**config.mk**
```make
export PLATFORM = sky130hd
export DESIGN_NAME = spc_top
export DESIGN_NICKNAME = d
export VERILOG_FILES = /design/src/hdl/spc_top_dummy_never.sv /design/src/pkg/spc_pkg.sv /design/src/hdl/spc_postdiv.sv /design/src/hdl/spc_top.sv
export SDC_FILE = /design/constraint.sdc
export NUM_CORES = 1
export LEC_CHECK = 0
export BUFFER_PORTS_ARGS = -buffer_cell sky130_fd_sc_hd__buf_2
export CORE_ASPECT_RATIO = 1.25
export CORE_MARGIN = 2
export CORE_UTILIZATION = 40
export CTS_CLUSTER_SIZE = 28
export DETAILED_ROUTE_END_ITERATION = 10
export GPL_TIMING_DRIVEN = 1
export PLACE_DENSITY = 0.71
export SKIP_CTS_REPAIR_TIMING = 1
export SLEW_MARGIN = 20
export SYNTH_ARGS = -nofsm -noshare
export SYNTH_HDL_FRONTEND = slang
export SYNTH_SLANG_ARGS = --single-unit
export TNS_END_PERCENT = 30
```
**constraint.sdc**
```tcl
create_clock -name MCLK -period 8.65 [get_ports MCLK]
set_input_delay 0.865 -clock MCLK [delete_from_list [all_inputs] [get_ports MCLK]]
set_output_delay 0.865 -clock MCLK [all_outputs]
set_load 0.02 [all_outputs]
```
**src/hdl/spc_top_dummy_never.sv**
```systemverilog
// no logic here: the block is spc_top with its post divider spc_postdiv

```
**src/pkg/spc_pkg.sv**
```systemverilog
// constants and register map of the system pll control block
package spc_pkg;
  // register byte offsets
  localparam logic [7:0]  SPC_OFF_CTRL      = 8'h00;
  localparam logic [7:0]  SPC_OFF_STATUS    = 8'h04;
  localparam logic [7:0]  SPC_OFF_REF_KHZ   = 8'h08;
  localparam logic [7:0]  SPC_OFF_IRQ_STAT  = 8'h0C;
  localparam logic [7:0]  SPC_OFF_IRQ_MASK  = 8'h10;
  // control field positions
  localparam int          SPC_CTRL_EN       = 0;
  localparam int          SPC_CTRL_USE_LOOP = 1;
  localparam int          SPC_CTRL_MSEL_LO  = 2;
  localparam int          SPC_CTRL_FB_LO    = 7;
  localparam int          SPC_CTRL_PDIV_LO  = 9;
  localparam int          SPC_CTRL_BITS     = 11;
  // status and interrupt bit positions
  localparam int          SPC_ST_LOCK       = 0;
  localparam int          SPC_ST_RANGE_ERR  = 1;
  localparam int          SPC_ST_LOOP_ACT   = 2;
  localparam int          SPC_IRQ_LOCKED    = 0;
  localparam int          SPC_IRQ_LOST      = 1;
  localparam int          SPC_IRQ_RANGE     = 2;
  localparam int          SPC_IRQ_BITS      = 3;
  // reset values: loop off, bypass selected, multiplier 1, smallest ratios
  localparam logic [10:0] SPC_CTRL_RST      = 11'h000;
  localparam logic [14:0] SPC_REF_KHZ_RST   = 15'h2EE0;
  localparam logic [2:0]  SPC_IRQ_MASK_RST  = 3'h0;
  // frequency limits in kHz
  localparam logic [23:0] SPC_REF_MIN_KHZ   = 24'h0003E8;
  localparam logic [23:0] SPC_REF_MAX_KHZ   = 24'h0061A8;
  localparam logic [23:0] SPC_CCO_MIN_KHZ   = 24'h026160;
  localparam logic [23:0] SPC_CCO_MAX_KHZ   = 24'h04E200;
  // settling time and its cycle count at the block clock
  localparam int          SPC_MCLK_KHZ      = 20000;
  localparam int          SPC_SETTLE_US     = 100;
  localparam int          SPC_SETTLE_CYC    = (SPC_SETTLE_US * SPC_MCLK_KHZ + 999) / 1000;
  localparam int          SPC_LOCK_CW       = 12;
  localparam logic [11:0] SPC_LOCK_CYCLES   = SPC_LOCK_CW'(SPC_SETTLE_CYC);
  // output clock source selection
  typedef enum logic [0:0]
  {
    SPC_SRC_BYPASS = 1'b0,
    SPC_SRC_LOOP   = 1'b1
  } spc_src_e;
endpackage : spc_pkg

```
**src/hdl/spc_postdiv.sv**
```systemverilog
// post divider: symmetric toggle divider by 2, 4, 8 or 16
`timescale 1ns/10ps
module spc_postdiv
  import spc_pkg::*;
(
  input  wire logic       clk,
  input  wire logic       rst,
  input  wire logic       run,
  input  wire logic [1:0] ratio_sel,
  output logic            div_out
);
  logic [2:0] cnt_r;
  logic [2:0] cnt_nxt;
  logic       out_r;
  logic       out_nxt;
  logic [2:0] half_last;

  // half period is 2^sel ticks, so high and low last equally long while ratio_sel holds
  always_comb
  begin
    half_last = 3'((4'h1 << ratio_sel) - 4'h1);
    cnt_nxt   = cnt_r;
    out_nxt   = out_r;
    if (!run)
    begin
      cnt_nxt = 3'h0;
      out_nxt = 1'b0;
    end
    else if (cnt_r >= half_last)  // >= so a ratio cut mid-phase cannot stall
    begin
      cnt_nxt = 3'h0;
      out_nxt = ~out_r;           // [RQ5]
    end
    else
    begin
      cnt_nxt = 3'(cnt_r + 3'h1);
    end
  end

  // registers
  always_ff @(posedge clk)
  begin
    if (rst)
    begin
      cnt_r <= 3'h0;
      out_r <= 1'b0;
    end
    else
    begin
      cnt_r <= cnt_nxt;
      out_r <= out_nxt;
    end
  end

  assign div_out = out_r;
endmodule : spc_postdiv

```
**src/hdl/spc_top.sv**
```systemverilog
// system pll control: registers, range check, lock timer, glitch-free output switch
//
// The implementer's own choices: the APB slave port and the address map.
`timescale 1ns/10ps
// Summary of operation
// RQ1 - reference clock from the oscillator must be 1 to 25 MHz
// RQ2 - loop multiplier programmable as any integer from 1 to 32
// RQ3 - oscillator kept within 156 to 320 MHz using the feedback divider
// RQ4 - post divider offers only ratios 2, 4, 8 and 16
// RQ5 - output clock always has a 50 % duty cycle; a ratio change during a low phase alters that low phase
// RQ6 - after reset the loop is off and bypassed until software enables it
// RQ7 - software configures, enables, waits for lock, then selects the loop
// RQ8 - loop reports lock within a settling time of 100 microseconds
// RQ9 - lock readable; bypass passes the reference clock without glitches
module spc_top
  import spc_pkg::*;
(
  input  wire logic        MCLK,
  input  wire logic        RST,
  input  wire logic        REF_CLK,
  input  wire logic        PSEL,
  input  wire logic        PENABLE,
  input  wire logic        PWRITE,
  input  wire logic [7:0]  PADDR,
  input  wire logic [31:0] PWDATA,
  output logic [31:0]      PRDATA,
  output logic             PREADY,
  output logic             PSLVERR,
  output logic             CLK_OUT,
  output logic             PLL_POWER,
  output logic             PLL_LOCK,
  output logic             LOOP_ACTIVE,
  output logic             IRQ
);
  import spc_pkg::*;

  logic [10:0] ctrl_r;
  logic [10:0] ctrl_nxt;
  logic [14:0] ref_khz_r;
  logic [14:0] ref_khz_nxt;
  logic [2:0]  irq_mask_r;
  logic [2:0]  irq_mask_nxt;
  logic [2:0]  irq_stat_r;
  logic [2:0]  irq_stat_nxt;
  logic [31:0] prdata_r;
  logic [31:0] prdata_nxt;
  logic        slverr_r;
  logic        slverr_nxt;
  logic [11:0] lock_cnt_r;
  logic [11:0] lock_cnt_nxt;
  logic        lock_r;
  logic        lock_nxt;
  logic        range_err_r;
  logic        range_err_nxt;
  spc_src_e    src_r;
  spc_src_e    src_nxt;
  logic [1:0]  ratio_r;
  logic [1:0]  ratio_nxt;
  logic        ref_smp_r;
  logic        out_r;
  logic        out_nxt;

  logic        setup_ph;
  logic        access_ph;
  logic        wr_ctrl;
  logic        wr_ref;
  logic        wr_mask;
  logic        rd_stat_clr;
  logic        addr_ok;
  logic        loop_en;
  logic [5:0]  mult;
  logic [3:0]  fb_ratio;
  logic [23:0] ref_ext;
  logic [23:0] cco_khz;
  logic        in_range;
  logic        loop_clk;
  spc_src_e    want_src;
  logic        want_val;

  // bus phases: data is prepared in setup so prdata leaves a flip-flop
  always_comb
  begin
    setup_ph    = PSEL && !PENABLE;
    access_ph   = PSEL && PENABLE;
    addr_ok     = (PADDR == SPC_OFF_CTRL) || (PADDR == SPC_OFF_STATUS) || (PADDR == SPC_OFF_REF_KHZ) ||
                  (PADDR == SPC_OFF_IRQ_STAT) || (PADDR == SPC_OFF_IRQ_MASK);
    wr_ctrl     = access_ph && PWRITE && (PADDR == SPC_OFF_CTRL);
    wr_ref      = access_ph && PWRITE && (PADDR == SPC_OFF_REF_KHZ);
    wr_mask     = access_ph && PWRITE && (PADDR == SPC_OFF_IRQ_MASK);
    rd_stat_clr = access_ph && !PWRITE && (PADDR == SPC_OFF_IRQ_STAT);
  end

  // loop settings decoded from the control word
  always_comb
  begin
    loop_en  = ctrl_r[SPC_CTRL_EN];
    // ratio frozen while the divider is high, so a running high phase keeps its length; a low phase takes up a new ratio
    ratio_nxt = loop_clk ? ratio_r : ctrl_r[SPC_CTRL_PDIV_LO +: 2];
    mult     = 6'({1'b0, ctrl_r[SPC_CTRL_MSEL_LO +: 5]} + 6'h01);  // field 0..31 means 1..32 [RQ2]
    fb_ratio = 4'(4'h1 << ctrl_r[SPC_CTRL_FB_LO +: 2]);
    ref_ext  = {9'h00, ref_khz_r};
    cco_khz  = 24'(ref_ext * {18'h0000, mult} * {20'h00000, fb_ratio});  // [RQ3]
    // refuse to lock outside the allowed input or oscillator band
    in_range = (ref_ext >= SPC_REF_MIN_KHZ) && (ref_ext <= SPC_REF_MAX_KHZ) &&  // [RQ1]
               (cco_khz >= SPC_CCO_MIN_KHZ) && (cco_khz <= SPC_CCO_MAX_KHZ);    // [RQ3]
  end

  // register file next values
  always_comb
  begin
    ctrl_nxt     = ctrl_r;
    ref_khz_nxt  = ref_khz_r;
    irq_mask_nxt = irq_mask_r;
    prdata_nxt   = prdata_r;
    slverr_nxt   = 1'b0;
    if (wr_ctrl)
    begin
      ctrl_nxt = PWDATA[SPC_CTRL_BITS-1:0];
    end
    if (wr_ref)
    begin
      ref_khz_nxt = PWDATA[14:0];
    end
    if (wr_mask)
    begin
      irq_mask_nxt = PWDATA[SPC_IRQ_BITS-1:0];
    end
    if (setup_ph)
    begin
      slverr_nxt = !addr_ok;  // unmapped offsets end in an error, read as zero
      case (PADDR)
        SPC_OFF_CTRL:     prdata_nxt = {21'h00000, ctrl_r};
        SPC_OFF_STATUS:   prdata_nxt = {29'h0000000, (src_r == SPC_SRC_LOOP), range_err_r, lock_r};  // [RQ9]
        SPC_OFF_REF_KHZ:  prdata_nxt = {17'h0000, ref_khz_r};
        SPC_OFF_IRQ_STAT: prdata_nxt = {29'h0000000, irq_stat_r};
        SPC_OFF_IRQ_MASK: prdata_nxt = {29'h0000000, irq_mask_r};
        default:          prdata_nxt = 32'h00000000;
      endcase
    end
    else
    begin
      prdata_nxt = 32'h00000000;  // cleared at the access edge, so an idle bus reads zero
    end
  end

  // lock timer: any setting change restarts settling, the loop is not trusted meanwhile
  always_comb
  begin
    lock_cnt_nxt  = lock_cnt_r;
    lock_nxt      = lock_r;
    range_err_nxt = loop_en && !in_range;
    if (!loop_en || !in_range || (wr_ctrl && (PWDATA[SPC_CTRL_BITS-1:0] != ctrl_r)) ||
        (wr_ref && (PWDATA[14:0] != ref_khz_r)))
    begin
      lock_cnt_nxt = 12'h000;
      lock_nxt     = 1'b0;
    end
    else if (lock_cnt_r >= SPC_LOCK_CYCLES - 12'h001)
    begin
      lock_nxt = 1'b1;  // [RQ8]
    end
    else
    begin
      lock_cnt_nxt = 12'(lock_cnt_r + 12'h001);
    end
  end

  // sticky events; a read clears, but an event in the same cycle survives
  always_comb
  begin
    irq_stat_nxt = irq_stat_r;
    if (rd_stat_clr)
    begin
      irq_stat_nxt = 3'h0;
    end
    if (lock_nxt && !lock_r)
    begin
      irq_stat_nxt[SPC_IRQ_LOCKED] = 1'b1;
    end
    if (!lock_nxt && lock_r)
    begin
      irq_stat_nxt[SPC_IRQ_LOST] = 1'b1;
    end
    if (range_err_nxt && !range_err_r)
    begin
      irq_stat_nxt[SPC_IRQ_RANGE] = 1'b1;
    end
  end

  // the loop output can only be chosen once locked; a lost lock falls back to bypass
  always_comb
  begin
    want_src = (ctrl_r[SPC_CTRL_USE_LOOP] && lock_r) ? SPC_SRC_LOOP : SPC_SRC_BYPASS;  // [RQ7] [RQ6]
    want_val = (want_src == SPC_SRC_LOOP) ? loop_clk : ref_smp_r;
    src_nxt  = src_r;
    // switch only while both old output and new source are low, so no runt pulse
    if ((want_src != src_r) && !out_r && !want_val)
    begin
      src_nxt = want_src;  // [RQ9]
    end
    out_nxt = (src_nxt == SPC_SRC_LOOP) ? loop_clk : ref_smp_r;  // bypass copies reference [RQ9]
    // while a switch waits the old source may end its high phase, never start one
    if (src_nxt != want_src)
    begin
      out_nxt = out_r && out_nxt;  // no runt pulse [RQ5]
    end
  end

  // oscillator tick stands for the block clock; the divider gives the output ratio
  spc_postdiv u_postdiv
  (
    .clk       (MCLK),
    .rst       (RST),
    .run       (lock_r || loop_clk),  // a high phase finishes even after lock is lost
    .ratio_sel (ratio_r),             // 2, 4, 8 or 16 only [RQ4]
    .div_out   (loop_clk)
  );

  // all state registers; reset leaves the loop powered down and bypassed
  always_ff @(posedge MCLK)
  begin
    if (RST)
    begin
      ctrl_r      <= SPC_CTRL_RST;  // [RQ6]
      ref_khz_r   <= SPC_REF_KHZ_RST;
      irq_mask_r  <= SPC_IRQ_MASK_RST;
      irq_stat_r  <= 3'h0;
      prdata_r    <= 32'h00000000;
      slverr_r    <= 1'b0;
      lock_cnt_r  <= 12'h000;
      lock_r      <= 1'b0;
      range_err_r <= 1'b0;
      src_r       <= SPC_SRC_BYPASS;
      ratio_r     <= SPC_CTRL_RST[SPC_CTRL_PDIV_LO +: 2];
      ref_smp_r   <= 1'b0;
      out_r       <= 1'b0;
    end
    else
    begin
      ctrl_r      <= ctrl_nxt;
      ref_khz_r   <= ref_khz_nxt;
      irq_mask_r  <= irq_mask_nxt;
      irq_stat_r  <= irq_stat_nxt;
      prdata_r    <= prdata_nxt;
      slverr_r    <= slverr_nxt;
      lock_cnt_r  <= lock_cnt_nxt;
      lock_r      <= lock_nxt;
      range_err_r <= range_err_nxt;
      src_r       <= src_nxt;
      ratio_r     <= ratio_nxt;
      ref_smp_r   <= REF_CLK;
      out_r       <= out_nxt;
    end
  end

  // outputs
  assign PRDATA      = prdata_r;
  assign PREADY      = PSEL && PENABLE;  // one access cycle, no wait states
  assign PSLVERR     = slverr_r && PSEL && PENABLE;
  assign CLK_OUT     = out_r;
  assign PLL_POWER   = loop_en;
  assign PLL_LOCK    = lock_r;
  assign LOOP_ACTIVE = (src_r == SPC_SRC_LOOP);
  assign IRQ         = |(irq_stat_r & irq_mask_r);
endmodule : spc_top

```
==> results of run 1 <==
## worst max-delay path, delay by kind of cell, from the launching register on
kind | cells | cell delay [ns]
DFF | 1 | 0.34
and+or+nand+nor | 7 | 1.39
adders and majority gates | 8 | 3.43
xor gates and xnor gates | 2 | 0.40
buffers and inverters | 7 | 0.74
muxes | 1 | 0.14
AOI/OAI and AO/OA | 11 | 1.79
## cells in the mapped netlist (5+ instances only)
cell type and n:
sky130_fd_sc_hd__nor2b_1 18, sky130_fd_sc_hd__o211ai_1 8, sky130_fd_sc_hd__a21oi_1 32, sky130_fd_sc_hd__o21bai_1 7, sky130_fd_sc_hd__xor2_1 29, sky130_fd_sc_hd__and2_1 81, sky130_fd_sc_hd__nand4_1 9, sky130_fd_sc_hd__nor3_1 11
sky130_fd_sc_hd__and3_1 7, sky130_fd_sc_hd__nand2_1 70, sky130_fd_sc_hd__a211oi_1 7, sky130_fd_sc_hd__clkbuf_1 47, sky130_fd_sc_hd__or3_1 7, sky130_fd_sc_hd__nor4_1 5, sky130_fd_sc_hd__a21o_1 12, sky130_fd_sc_hd__buf_4 17
sky130_fd_sc_hd__nor2_1 120, sky130_fd_sc_hd__or2_2 8, sky130_fd_sc_hd__dfxtp_1 71, sky130_fd_sc_hd__a211o_1 7, sky130_fd_sc_hd__nand3_1 24, sky130_fd_sc_hd__o21ai_1 5, sky130_fd_sc_hd__xnor2_1 38, sky130_fd_sc_hd__and4_1 5
sky130_fd_sc_hd__mux2i_1 30, sky130_fd_sc_hd__inv_1 142, sky130_fd_sc_hd__nand2b_1 23, sky130_fd_sc_hd__fa_1 91, sky130_fd_sc_hd__a22oi_1 9, sky130_fd_sc_hd__o21ai_0 24, sky130_fd_sc_hd__a31oi_1 9, sky130_fd_sc_hd__ha_1 62
## power by group through the flow
stage / combinational (W) / sequential (W) / clock, W
2_1_floorplan: 0.0000271 / 0.000335 / 0
4_1_cts: 0.0000357 / 0.000328 / 0.000400
3_5_place_dp: 0.0000353 / 0.000335 / 0
3_3_place_gp: 0.0000351 / 0.000335 / 0
5_1_grt: 0.0000396 / 0.000328 / 0.000416
6_report: 0.0000364 / 0.000328 / 0.000398
## metal layers
| layer | global-route usage (%) | up-vias | share of wire [%] |
|---|---|---|---|
| met1 | 21.3 | 3564 | 41 |
| met5 | 0 | - | 0 |
| met3 | 1.39 | 31 | 3.5 |
| met2 | 33.3 | 183 | 53 |
| li1 | - | 3625 | - |
| met4 | 5.15 | 0 | 2.0 |
## cell type report
| class | count | share of cell area (%) |
|---|---|---|
| clock buffer | 9 | 2.23 |
| clock inverter | 7 | 0.953 |
| inverter | 142 | 5.27 |
| multi-input combinational | 826 | 68.2 |
| sequential | 71 | 14.1 |
| tap | 283 | 3.50 |
| timing repair buffer | 90 | 5.74 |
## worst min-delay path by stage
stage | to | cells after the start | slack, ns | startpoint
final | u_postdiv.cnt_r[0] | 1 | 0.46 | u_postdiv.cnt_r[0]
after global routing | u_postdiv.cnt_r[0] | 1 | 0.48 | u_postdiv.cnt_r[0]
after floorplan | u_postdiv.cnt_r[0] | 1 | 0.42 | u_postdiv.cnt_r[0]
after global placement | u_postdiv.cnt_r[0] | 1 | 0.43 | u_postdiv.cnt_r[0]
after CTS | u_postdiv.cnt_r[0] | 1 | 0.47 | u_postdiv.cnt_r[0]
after detailed placement | lock_cnt_r[11] | 1 | 0.45 | lock_cnt_r[11]
## kinds of logic after synthesis
family	share of synthesized area [%]
AO/OA/AOI/OAI	12.7
AND/OR/NAND/NOR	22.4
adder cells (fa/ha/maj)	29.1
other	0.0420
multiplexers	3.66
flip-flops	15.9
XOR/XNOR	6.57
buffers and inverters	9.67
## stage by stage
| stage | cell area (um^2) | setup slack (ns) |
|---|---|---|
| after floorplan | 8990 | 0.260 |
| after global placement | 9510 | 0.116 |
| after detailed placement | 9510 | 0.0458 |
| after CTS | 9830 | -0.0204 |
| after global routing | 10100 | -0.0892 |
| final | 10100 | 0.295 |
## flip-flops by register name, indices dropped and copies added, names as in the netlist, 2 cells and up
name and count:
PRDATA 15, ref_khz_r 15, lock_cnt_r 12, ctrl_r 11, irq_mask_r 3, irq_stat_r 3
u_postdiv.cnt_r 3, ratio_r 2
==> reports/metrics.json, run 1 <==
{
  "outcome": "completed",
  "tritoncts_num_sinks": 71,
  "area_overhead_of_the_layout_relative_to_synthesis_pct": 13.2,
  "detail_route_antenna_nets": 0,
  "cts_root_buf": "sky130_fd_sc_hd__clkbuf_16",
  "achievable-frequency_ghz": 0.120,
  "path_common_cell": "sky130_fd_sc_hd__fa_1",
  "cpMaxStageDelayCell": "sky130_fd_sc_hd__fa_1",
  "worstSetupEndpoint": "irq_stat_r[0]",
  "dominantRegCellSynth": "sky130_fd_sc_hd__dfxtp_1",
  "iter_0_drt_violations": 273,
  "final-instance-count-excl-fill": 1428,
  "power.share.clock_pct": 52.2,
  "fin_worst_skew_ns": 0.00712,
  "synth_enable_flop_cells": 0,
  "fp.coreArea_mm2": 0.0221,
  "switching_share_pct": 22.3,
  "comb_power_share_pct": 4.8,
  "cts_buffer_depth": 2,
  "synth_seq_area_share_pct": 15.9,
  "synthesis.instances": 1092,
  "worst-r2r-setup-slack_ns": 0.30,
  "most_frequent_standard_cell_in_the_layout_excluding_fill_and_tap_cells": "sky130_fd_sc_hd__inv_1",
  "sequential_area_mm2": 0.00142,
  "design.die.area_mm2": 0.0235,
  "routabilityCongestion": 0.840,
  "gr-total-overflow": 0,
  "routedWlPerCell_um": 14.4,
  "reg2reg_to": "irq_stat_r[0]",
  "synth.avg_cell_area_um2": 8.18,
  "yosysWarnings": 0,
  "io_buffer_count": 50,
  "routed-via-count": 7403,
  "whs_ns": 0.455,
  "antenna_found_initial": 0,
  "final_core_utilization_pct": 45.8,
  "power.net_switching_w": 0.000170,
  "worst-endpoint-required_ns": 8.88,
  "crit_path_start": "ctrl_r[2]",
  "n_antenna_cell": 0,
  "numPlacedInstances": 1403,
  "final-setup-viol-count": 0,
  "cts_made_buffers": 9,
  "insertion_delay_ns": 0.34,
  "slowest_delay_ns": 0.55,
  "cp_data_arrival_time_ns": 8.58,
  "tritoncts": "yes",
  "hp-class": "reg2reg",
  "timing_hold_violations_final": 0,
  "worst-slew-pin-transition_ns": 0.971,
  "effective_utilization_at_floorplan_pct": 40.5,
  "fin_total_pwr_w": 0.000763,
  "post_synth_main_area_contributors": "sky130_fd_sc_hd__fa_1 (20%), sky130_fd_sc_hd__dfxtp_1 (16%), sky130_fd_sc_hd__ha_1 (8.7%)",
  "power_density_mw_per_mm2": 75.4,
  "chip_width_um": 138,
  "crit-reg2reg-launch": "ctrl_r[2]",
  "firstDrtPassIters": 6,
  "first_global_vias": 7451,
  "io_pins": 85,
  "synth_seq_cells": 71,
  "post_synth_num_cell_types": 66,
  "route.detailed.drc": 0,
  "clock_transition_time_at_the_flip_flop_clock_pins_of_the_worst_setup_and_hold_paths_ns": 0.06,
  "final_min_period_over_clock_period_pct": 96.6,
  "overall_fraction_of_global_route_tracks_in_use_pct": 17.8,
  "cap_violations": 0,
  "p_seq_share_pct": 43.0,
  "cts.htree.levels": 3,
  "ff2ff_path_depth": 36,
  "routed_wl_mm": 20.5,
  "worst_slew_margin_rel_pct": 35.0,
  "grt_max_degree": 43,
  "timing.critical_path.from_type": "register",
  "post-dp-hpwl_mm": 16.0,
  "synth-async-reset-ratio_pct": 0,
  "first_pass_grt_wire_length_mm": 34.3,
  "netlist.area_leader.share_pct": 20.4,
  "vdd.ir_drop.worst_mv": 0.212,
  "syn-cell-area_mm2": 0.00893,
  "timing.setup.tns_ns": 0,
  "period_needed_ns": 8.35,
  "internal_power_w": 0.000593,
  "criticalPathCategory": "reg2reg",
  "layout.cells.most_common_list": "sky130_fd_sc_hd__inv_1 (142), sky130_fd_sc_hd__nor2_1 (120), sky130_fd_sc_hd__fa_1 (91)",
  "p_leak_nw": 4.81,
  "vias_per_cell": 5.18,
  "nets": 1339,
  "final-max-slew-violation-count": 0,
  "area_of_combinational_cells_with_multiple_inputs_mm2": 0.00690,
  "nFillCells": 2078,
  "floorplan.rows": 61,
  "path_max_fanout": 7,
  "drive_gt1_share_pct": 13.5,
  "synth_largest_area_cell": "sky130_fd_sc_hd__fa_1",
  "floorplan.die.height_um": 171,
  "worst_setup_path_end_kind": "register"
}
Power figures use the tool's default switching activity.
==> run 2: changes to the inputs <==
ABC_AREA = 1   (was default)
==> run 2 against run 1 <==
  * Cell count is 16% higher
  * Via count is 12% higher
  * Clock skew is 0.0052 ns higher
  * Wire length is 4.4% higher
  * Utilization is 0.89 points lower
  * Count of clock-buffer cells in the layout stayed put
  * Synthesized area is 2.1% higher
  * First-iteration DRC count is 21% higher
  * Flip-flop and latch count stayed put
  * Die area is 2.0% higher
  * Critical path depth is 3 higher
  * Critical endpoint is now PLL_LOCK
==> reports/metrics.json, run 2 <==
{
  "synthAdderAreaFrac_pct": 28.5,
  "syn-cell-area_mm2": 0.00912,
  "gr-total-overflow": 0,
  "routed_wl_mm": 21.4,
  "power.share.clock_pct": 49.5,
  "path_common_cell": "sky130_fd_sc_hd__inv_1",
  "final-setup-viol-count": 0,
  "yosys-mux-area-fraction_pct": 0,
  "n_antenna_cell": 0,
  "drive_gt1_share_pct": 11.0,
  "worst-r2r-setup-slack_ns": 0.67,
  "reg2reg_to": "PLL_LOCK",
  "cts.htree.levels": 3,
  "design.die.area_mm2": 0.0240,
  "synth_enable_flop_cells": 0,
  "tritoncts": "yes",
  "floorplan.rows": 61,
  "layout.cells.most_common_list": "sky130_fd_sc_hd__inv_1 (274), sky130_fd_sc_hd__nand2_1 (264), sky130_fd_sc_hd__nor2_1 (160)",
  "area_overhead_of_the_layout_relative_to_synthesis_pct": 9.88,
  "vdd.ir_drop.worst_mv": 0.129,
  "nFillCells": 2302,
  "route.detailed.drc": 0,
  "p_leak_nw": 5.20,
  "power_density_mw_per_mm2": 73.0,
  "routed-via-count": 8267,
  "cts_buffer_depth": 2,
  "vias_per_cell": 4.97,
  "post_synth_and_or_nand_nor_area_fraction_pct": 26.7,
  "post_synth_xor_area_fraction_pct": 5.00,
  "worst_slew_margin_rel_pct": 27.3,
  "io_buffer_count": 50,
  "period_needed_ns": 7.98,
  "dominantRegCellSynth": "sky130_fd_sc_hd__dfxtp_1",
  "hp-class": "reg2reg",
  "post_synth_main_area_contributors": "sky130_fd_sc_hd__fa_1 (20%), sky130_fd_sc_hd__dfxtp_1 (16%), sky130_fd_sc_hd__inv_1 (11%)",
  "detail_route_antenna_nets": 0,
  "criticalPathCategory": "reg2reg",
  "firstDrtPassIters": 5,
  "p_seq_share_pct": 44.9,
  "fin_worst_skew_ns": 0.0123,
  "synth_compound_gate_area_share_pct": 9.73,
  "tritoncts_num_sinks": 71,
  "switching_share_pct": 23.3,
  "most_frequent_standard_cell_in_the_layout_excluding_fill_and_tap_cells": "sky130_fd_sc_hd__inv_1",
  "crit-reg2reg-launch": "ctrl_r[4]",
  "yosysMostFrequentCell": "sky130_fd_sc_hd__inv_1",
  "achievable-frequency_ghz": 0.125,
  "post-dp-hpwl_mm": 17.9,
  "yosysWarnings": 0,
  "worst-slew-pin-transition_ns": 1.08,
  "worst-endpoint-required_ns": 8.92,
  "io_pins": 85,
  "iter_0_drt_violations": 330,
  "final-max-slew-violation-count": 0,
  "antenna_found_initial": 0,
  "netlist.area_leader.share_pct": 20.0,
  "synth.cells.most_frequent": "sky130_fd_sc_hd__inv_1 (276), sky130_fd_sc_hd__nand2_1 (266), sky130_fd_sc_hd__nor2_1 (165)",
  "fp.coreArea_mm2": 0.0223,
  "comb_power_share_pct": 5.7,
  "timing_hold_violations_final": 0,
  "largest_family_of_logic_cells_by_synthesized_area": "adder cells",
  "nets": 1574,
  "routabilityCongestion": 0.868,
  "post_synth_num_cell_types": 45,
  "synth-async-reset-ratio_pct": 0,
  "internal_power_w": 0.000561,
  "fin_total_pwr_w": 0.000732,
  "timing.setup.tns_ns": 0,
  "overall_fraction_of_global_route_tracks_in_use_pct": 18.0,
  "cpMaxStageDelayCell": "sky130_fd_sc_hd__fa_1",
  "outcome": "completed",
  "cap_violations": 0,
  "setup_repair_after_global_routing_missed_its_margin": "no",
  "timing.critical_path.from_type": "register",
  "path_max_fanout": 10,
  "synth_seq_cells": 71,
  "final_core_utilization_pct": 44.9,
  "routedWlPerCell_um": 12.9,
  "synth.avg_cell_area_um2": 6.87,
  "floorplan.die.height_um": 173,
  "cts_root_buf": "sky130_fd_sc_hd__clkbuf_16",
  "clock_transition_time_at_the_flip_flop_clock_pins_of_the_worst_setup_and_hold_paths_ns": 0.06,
  "insertion_delay_ns": 0.34,
  "cp_data_arrival_time_ns": 8.25,
  "first_pass_grt_wire_length_mm": 36.7,
  "grt_max_degree": 38,
  "chip_width_um": 139,
  "synth_largest_area_cell": "sky130_fd_sc_hd__fa_1",
  "cts_made_buffers": 9,
  "worst_setup_path_end_kind": "register",
  "timing.hold.worst_endpoint": "u_postdiv.cnt_r[0]",
  "ff2ff_path_depth": 39,
  "synth_seq_area_share_pct": 15.6,
  "final_min_period_over_clock_period_pct": 92.2,
  "slowest_delay_ns": 0.53,
  "first_global_vias": 8119,
  "holdPathStages": 1,
  "effective_utilization_at_floorplan_pct": 40.9,
  "power.net_switching_w": 0.000170,
  "synthesis.instances": 1327,
  "worst_hold_startpoint": "u_postdiv.cnt_r[0]"
}
==> run 2: cell types whose count changed in the layout (fill, tap and decap cells not counted), sizes merged, moves of 23 or more <==
cell    before  now
buf         89   62
inv        143  284
nand2       70  276
and2        81    3
mux2i       30    0
a21oi       32   69
nor2       120  184
nand2b      23    0
nand3       24   53
==> run 2: how the worst max path moves through the flow <==
stage / start / endpoint / slack (ns) / cells past startpoint
after floorplan: ctrl_r[2] / lock_cnt_r[3] / 1.23 / 41
after global placement: ctrl_r[4] / lock_cnt_r[2] / 0.28 / 35
after detailed placement: ctrl_r[4] / lock_cnt_r[1] / 0.22 / 35
after CTS: ctrl_r[4] / PLL_LOCK / 0.18 / 35
after global routing: ctrl_r[2] / lock_cnt_r[2] / 0.006 / 39
final: ctrl_r[4] / PLL_LOCK / 0.67 / 39
==> run 2: final cells by class <==
type / instances / area [um^2] / share of cell area (%)
multi-input combinational: 941 / 6530 / 65.1
clock buffer: 9 / 225 / 2.25
tap: 283 / 354 / 3.53
inverter: 290 / 1090 / 10.9
sequential: 71 / 1420 / 14.2
timing repair buffer: 62 / 340 / 3.40
clock inverter: 6 / 62.6 / 0.625
==> run 2: worst max-delay path: cells and delay by family (launching register included) <==
family	cells	cell delay (ns)
AOI/OAI and AO/OA	8	1.33
xor gates and xnor gates	1	0.14
adders and majority gates	7	3.15
buffers and inverters	8	0.76
DFF	1	0.45
and+or+nand+nor	15	2.10
==> run 2: power groups by stage <==
stage | logic, W | clock network (W) | registers (W)
final | 0.0000413 | 0.000362 | 0.000328
after floorplan | 0.0000306 | 0 | 0.000336
after detailed placement | 0.0000403 | 0 | 0.000335
after CTS | 0.0000406 | 0.000369 | 0.000328
after global routing | 0.0000455 | 0.000383 | 0.000328
after global placement | 0.0000398 | 0 | 0.000335
==> run 2: kinds of logic (layout without fill, tap and decap cells) <==
family	after synthesis	count (layout)
buffers and inverters	332	367
flip-flops	71	71
AO/OA/AOI/OAI	155	155
AND/OR/NAND/NOR	563	564
other	1	17
adder cells (fa/ha/maj)	153	153
XOR/XNOR	52	52
==> run 2: layer usage <==
metal	vias to the layer above	GRT usage, %	wire length [um]
met3	46	1.97	633
met1	3906	20.9	9000
met2	173	32.9	10900
met5	-	0	0
met4	0	8.67	862
li1	4142	-	-
==> run 2: stage by stage <==
stage	setup slack [ns]	std cells	cell area [um^2]	hold slack (ns)
final	0.675	1662	10000	0.448
after global routing	0.00575	1662	10000	0.483
after CTS	0.178	1657	9900	0.451
after detailed placement	0.215	1642	9610	0.442
after global placement	0.276	1642	9610	0.431
after floorplan	1.23	1343	9180	0.417
==> run 3: changes to the inputs <==
RECOVER_POWER = 100   (was default)
==> run 3 against run 2 <==
  * Flip-flop and latch count unchanged
  * Register-to-register slack about the same
  * Die area unchanged
  * Wire length down 0.36%
  * Power about the same
  * Sequential share of layout area up 0.093 points
  * Sequential power about the same
==> reports/metrics.json, run 3 (synthesis gave the netlist of run 2 again) <==
{
  "outcome": "completed",
  "cpMaxStageDelayCell": "sky130_fd_sc_hd__fa_1",
  "power_density_mw_per_mm2": 73.5,
  "cts_buffer_depth": 2,
  "clock_transition_time_at_the_flip_flop_clock_pins_of_the_worst_setup_and_hold_paths_ns": 0.06,
  "worst-r2r-setup-slack_ns": 0.69,
  "path_common_cell": "sky130_fd_sc_hd__inv_1",
  "worst-endpoint-required_ns": 8.93,
  "slowest_delay_ns": 0.53,
  "final-setup-viol-count": 0,
  "hp-class": "reg2reg",
  "placedInstanceArea_mm2": 0.00961,
  "timing.hold.worst_endpoint": "u_postdiv.cnt_r[0]",
  "criticalPathCategory": "reg2reg",
  "routed-via-count": 8272,
  "nets": 1574,
  "most_frequent_standard_cell_in_the_layout_excluding_fill_and_tap_cells": "sky130_fd_sc_hd__inv_1",
  "cts_made_buffers": 9,
  "n_antenna_cell": 0,
  "non_filler_cell_area_final_mm2": 0.00995,
  "tritoncts": "yes",
  "ff2ff_path_depth": 39,
  "overall_fraction_of_global_route_tracks_in_use_pct": 18.0,
  "grt_max_degree": 38,
  "nFillCells": 2313,
  "sequential_area_mm2": 0.00142,
  "crit-reg2reg-launch": "ctrl_r[4]",
  "vias_per_cell": 4.98,
  "post-dp-hpwl_mm": 17.9,
  "final_min_period_over_clock_period_pct": 92.1,
  "fin_total_pwr_w": 0.000732,
  "cp_data_arrival_time_ns": 8.24,
  "insertion_delay_ns": 0.34,
  "worst_setup_path_end_kind": "register",
  "path_max_fanout": 10,
  "critPathTopFamily": "adder cells",
  "io_buffer_count": 50,
  "fin_worst_skew_ns": 0.0119,
  "achievable-frequency_ghz": 0.126,
  "setup_repair_after_global_routing_missed_its_margin": "no",
  "area_overhead_of_the_layout_relative_to_synthesis_pct": 9.17,
  "vdd.ir_drop.worst_mv": 0.129,
  "timing_hold_violations_final": 0,
  "cts.htree.levels": 3,
  "iter_0_drt_violations": 345,
  "io_pins": 85,
  "layout.cells.most_common_list": "sky130_fd_sc_hd__inv_1 (275), sky130_fd_sc_hd__nand2_1 (265), sky130_fd_sc_hd__nor2_1 (163)",
  "reg2reg_to": "lock_cnt_r[9]",
  "route.detailed.drc": 0,
  "gr-total-overflow": 0,
  "critical_path_buf_inv_count": 8,
  "tritoncts_num_sinks": 71,
  "worst_slew_margin_rel_pct": 28.6,
  "worst_hold_startpoint": "u_postdiv.cnt_r[0]",
  "holdPathStages": 1,
  "antenna_found_initial": 0,
  "floorplan.die.height_um": 173,
  "chip_width_um": 139,
  "timing.critical_path.from_type": "register",
  "firstDrtPassIters": 5,
  "effective_utilization_at_floorplan_pct": 40.9,
  "fp.coreArea_mm2": 0.0223,
  "drive_gt1_share_pct": 8.77,
  "period_needed_ns": 7.96,
  "floorplan.rows": 61,
  "detail_route_antenna_nets": 0,
  "cap_violations": 0,
  "design.die.area_mm2": 0.0240,
  "numPlacedInstances": 1642,
  "first_pass_grt_wire_length_mm": 36.7,
  "routedWlPerCell_um": 12.8,
  "p_leak_nw": 5.09,
  "timing.setup.tns_ns": 0,
  "first_global_vias": 8119,
  "area_of_combinational_cells_with_multiple_inputs_mm2": 0.00649,
  "worst-slew-pin-transition_ns": 1.06,
  "routabilityCongestion": 0.868,
  "cts_root_buf": "sky130_fd_sc_hd__clkbuf_16",
  "routed_wl_mm": 21.3,
  "final-instance-count-excl-fill": 1662,
  "final-max-slew-violation-count": 0
}
[run 3: stage by stage]
| step | hold slack [ns] | worst slack [ns] | util [%] |
|---|---|---|---|
| after global routing | 0.483 | 0.000510 | 44.7 |
| after CTS | 0.451 | 0.178 | 44.4 |
| after detailed placement | 0.442 | 0.215 | 43.1 |
| after global placement | 0.431 | 0.276 | 43.1 |
| final | 0.448 | 0.686 | 44.7 |
| after floorplan | 0.417 | 1.23 | - |
[run 3: area by class of cell]
| cell class | count | share of cell area [%] |
|---|---|---|
| Clock inverter | 6 | 0.629 |
| Sequential cell | 71 | 14.3 |
| Inverter | 290 | 10.9 |
| Timing Repair Buffer | 62 | 3.09 |
| Clock buffer | 9 | 2.26 |
| Tap cell | 283 | 3.56 |
| Multi-Input combinational cell | 941 | 65.2 |
[run 3: layer usage]
metal | routed length (um) | vias to the layer above | global-route usage (%) | share of wire (%)
met3 | 725 | 49 | 1.97 | 3.4
met4 | 858 | 0 | 8.67 | 4.0
met5 | 0 | - | 0 | 0
li1 | - | 4148 | - | -
met2 | 10900 | 190 | 32.9 | 51
met1 | 8790 | 3885 | 20.9 | 41
[run 3: worst max-delay path by stage]
stage                          from            end  slack (ns)  cells past startpoint
after global placement    ctrl_r[4]  lock_cnt_r[2]        0.28                     35
after global routing      ctrl_r[2]  lock_cnt_r[5]      0.0005                     39
after floorplan           ctrl_r[2]  lock_cnt_r[3]        1.23                     41
final                     ctrl_r[4]  lock_cnt_r[9]        0.69                     39
after detailed placement  ctrl_r[4]  lock_cnt_r[1]        0.22                     35
after CTS                 ctrl_r[4]       PLL_LOCK        0.18                     35
[run 3: power breakdown]
group | total, W | internal (W) | switching [W]
Sequential | 0.000328 | 0.000328 | 0.000000558
Combinational | 0.0000406 | 0.0000123 | 0.0000283
Clock | 0.000363 | 0.000221 | 0.000142
Total | 0.000732 | 0.000561 | 0.000171
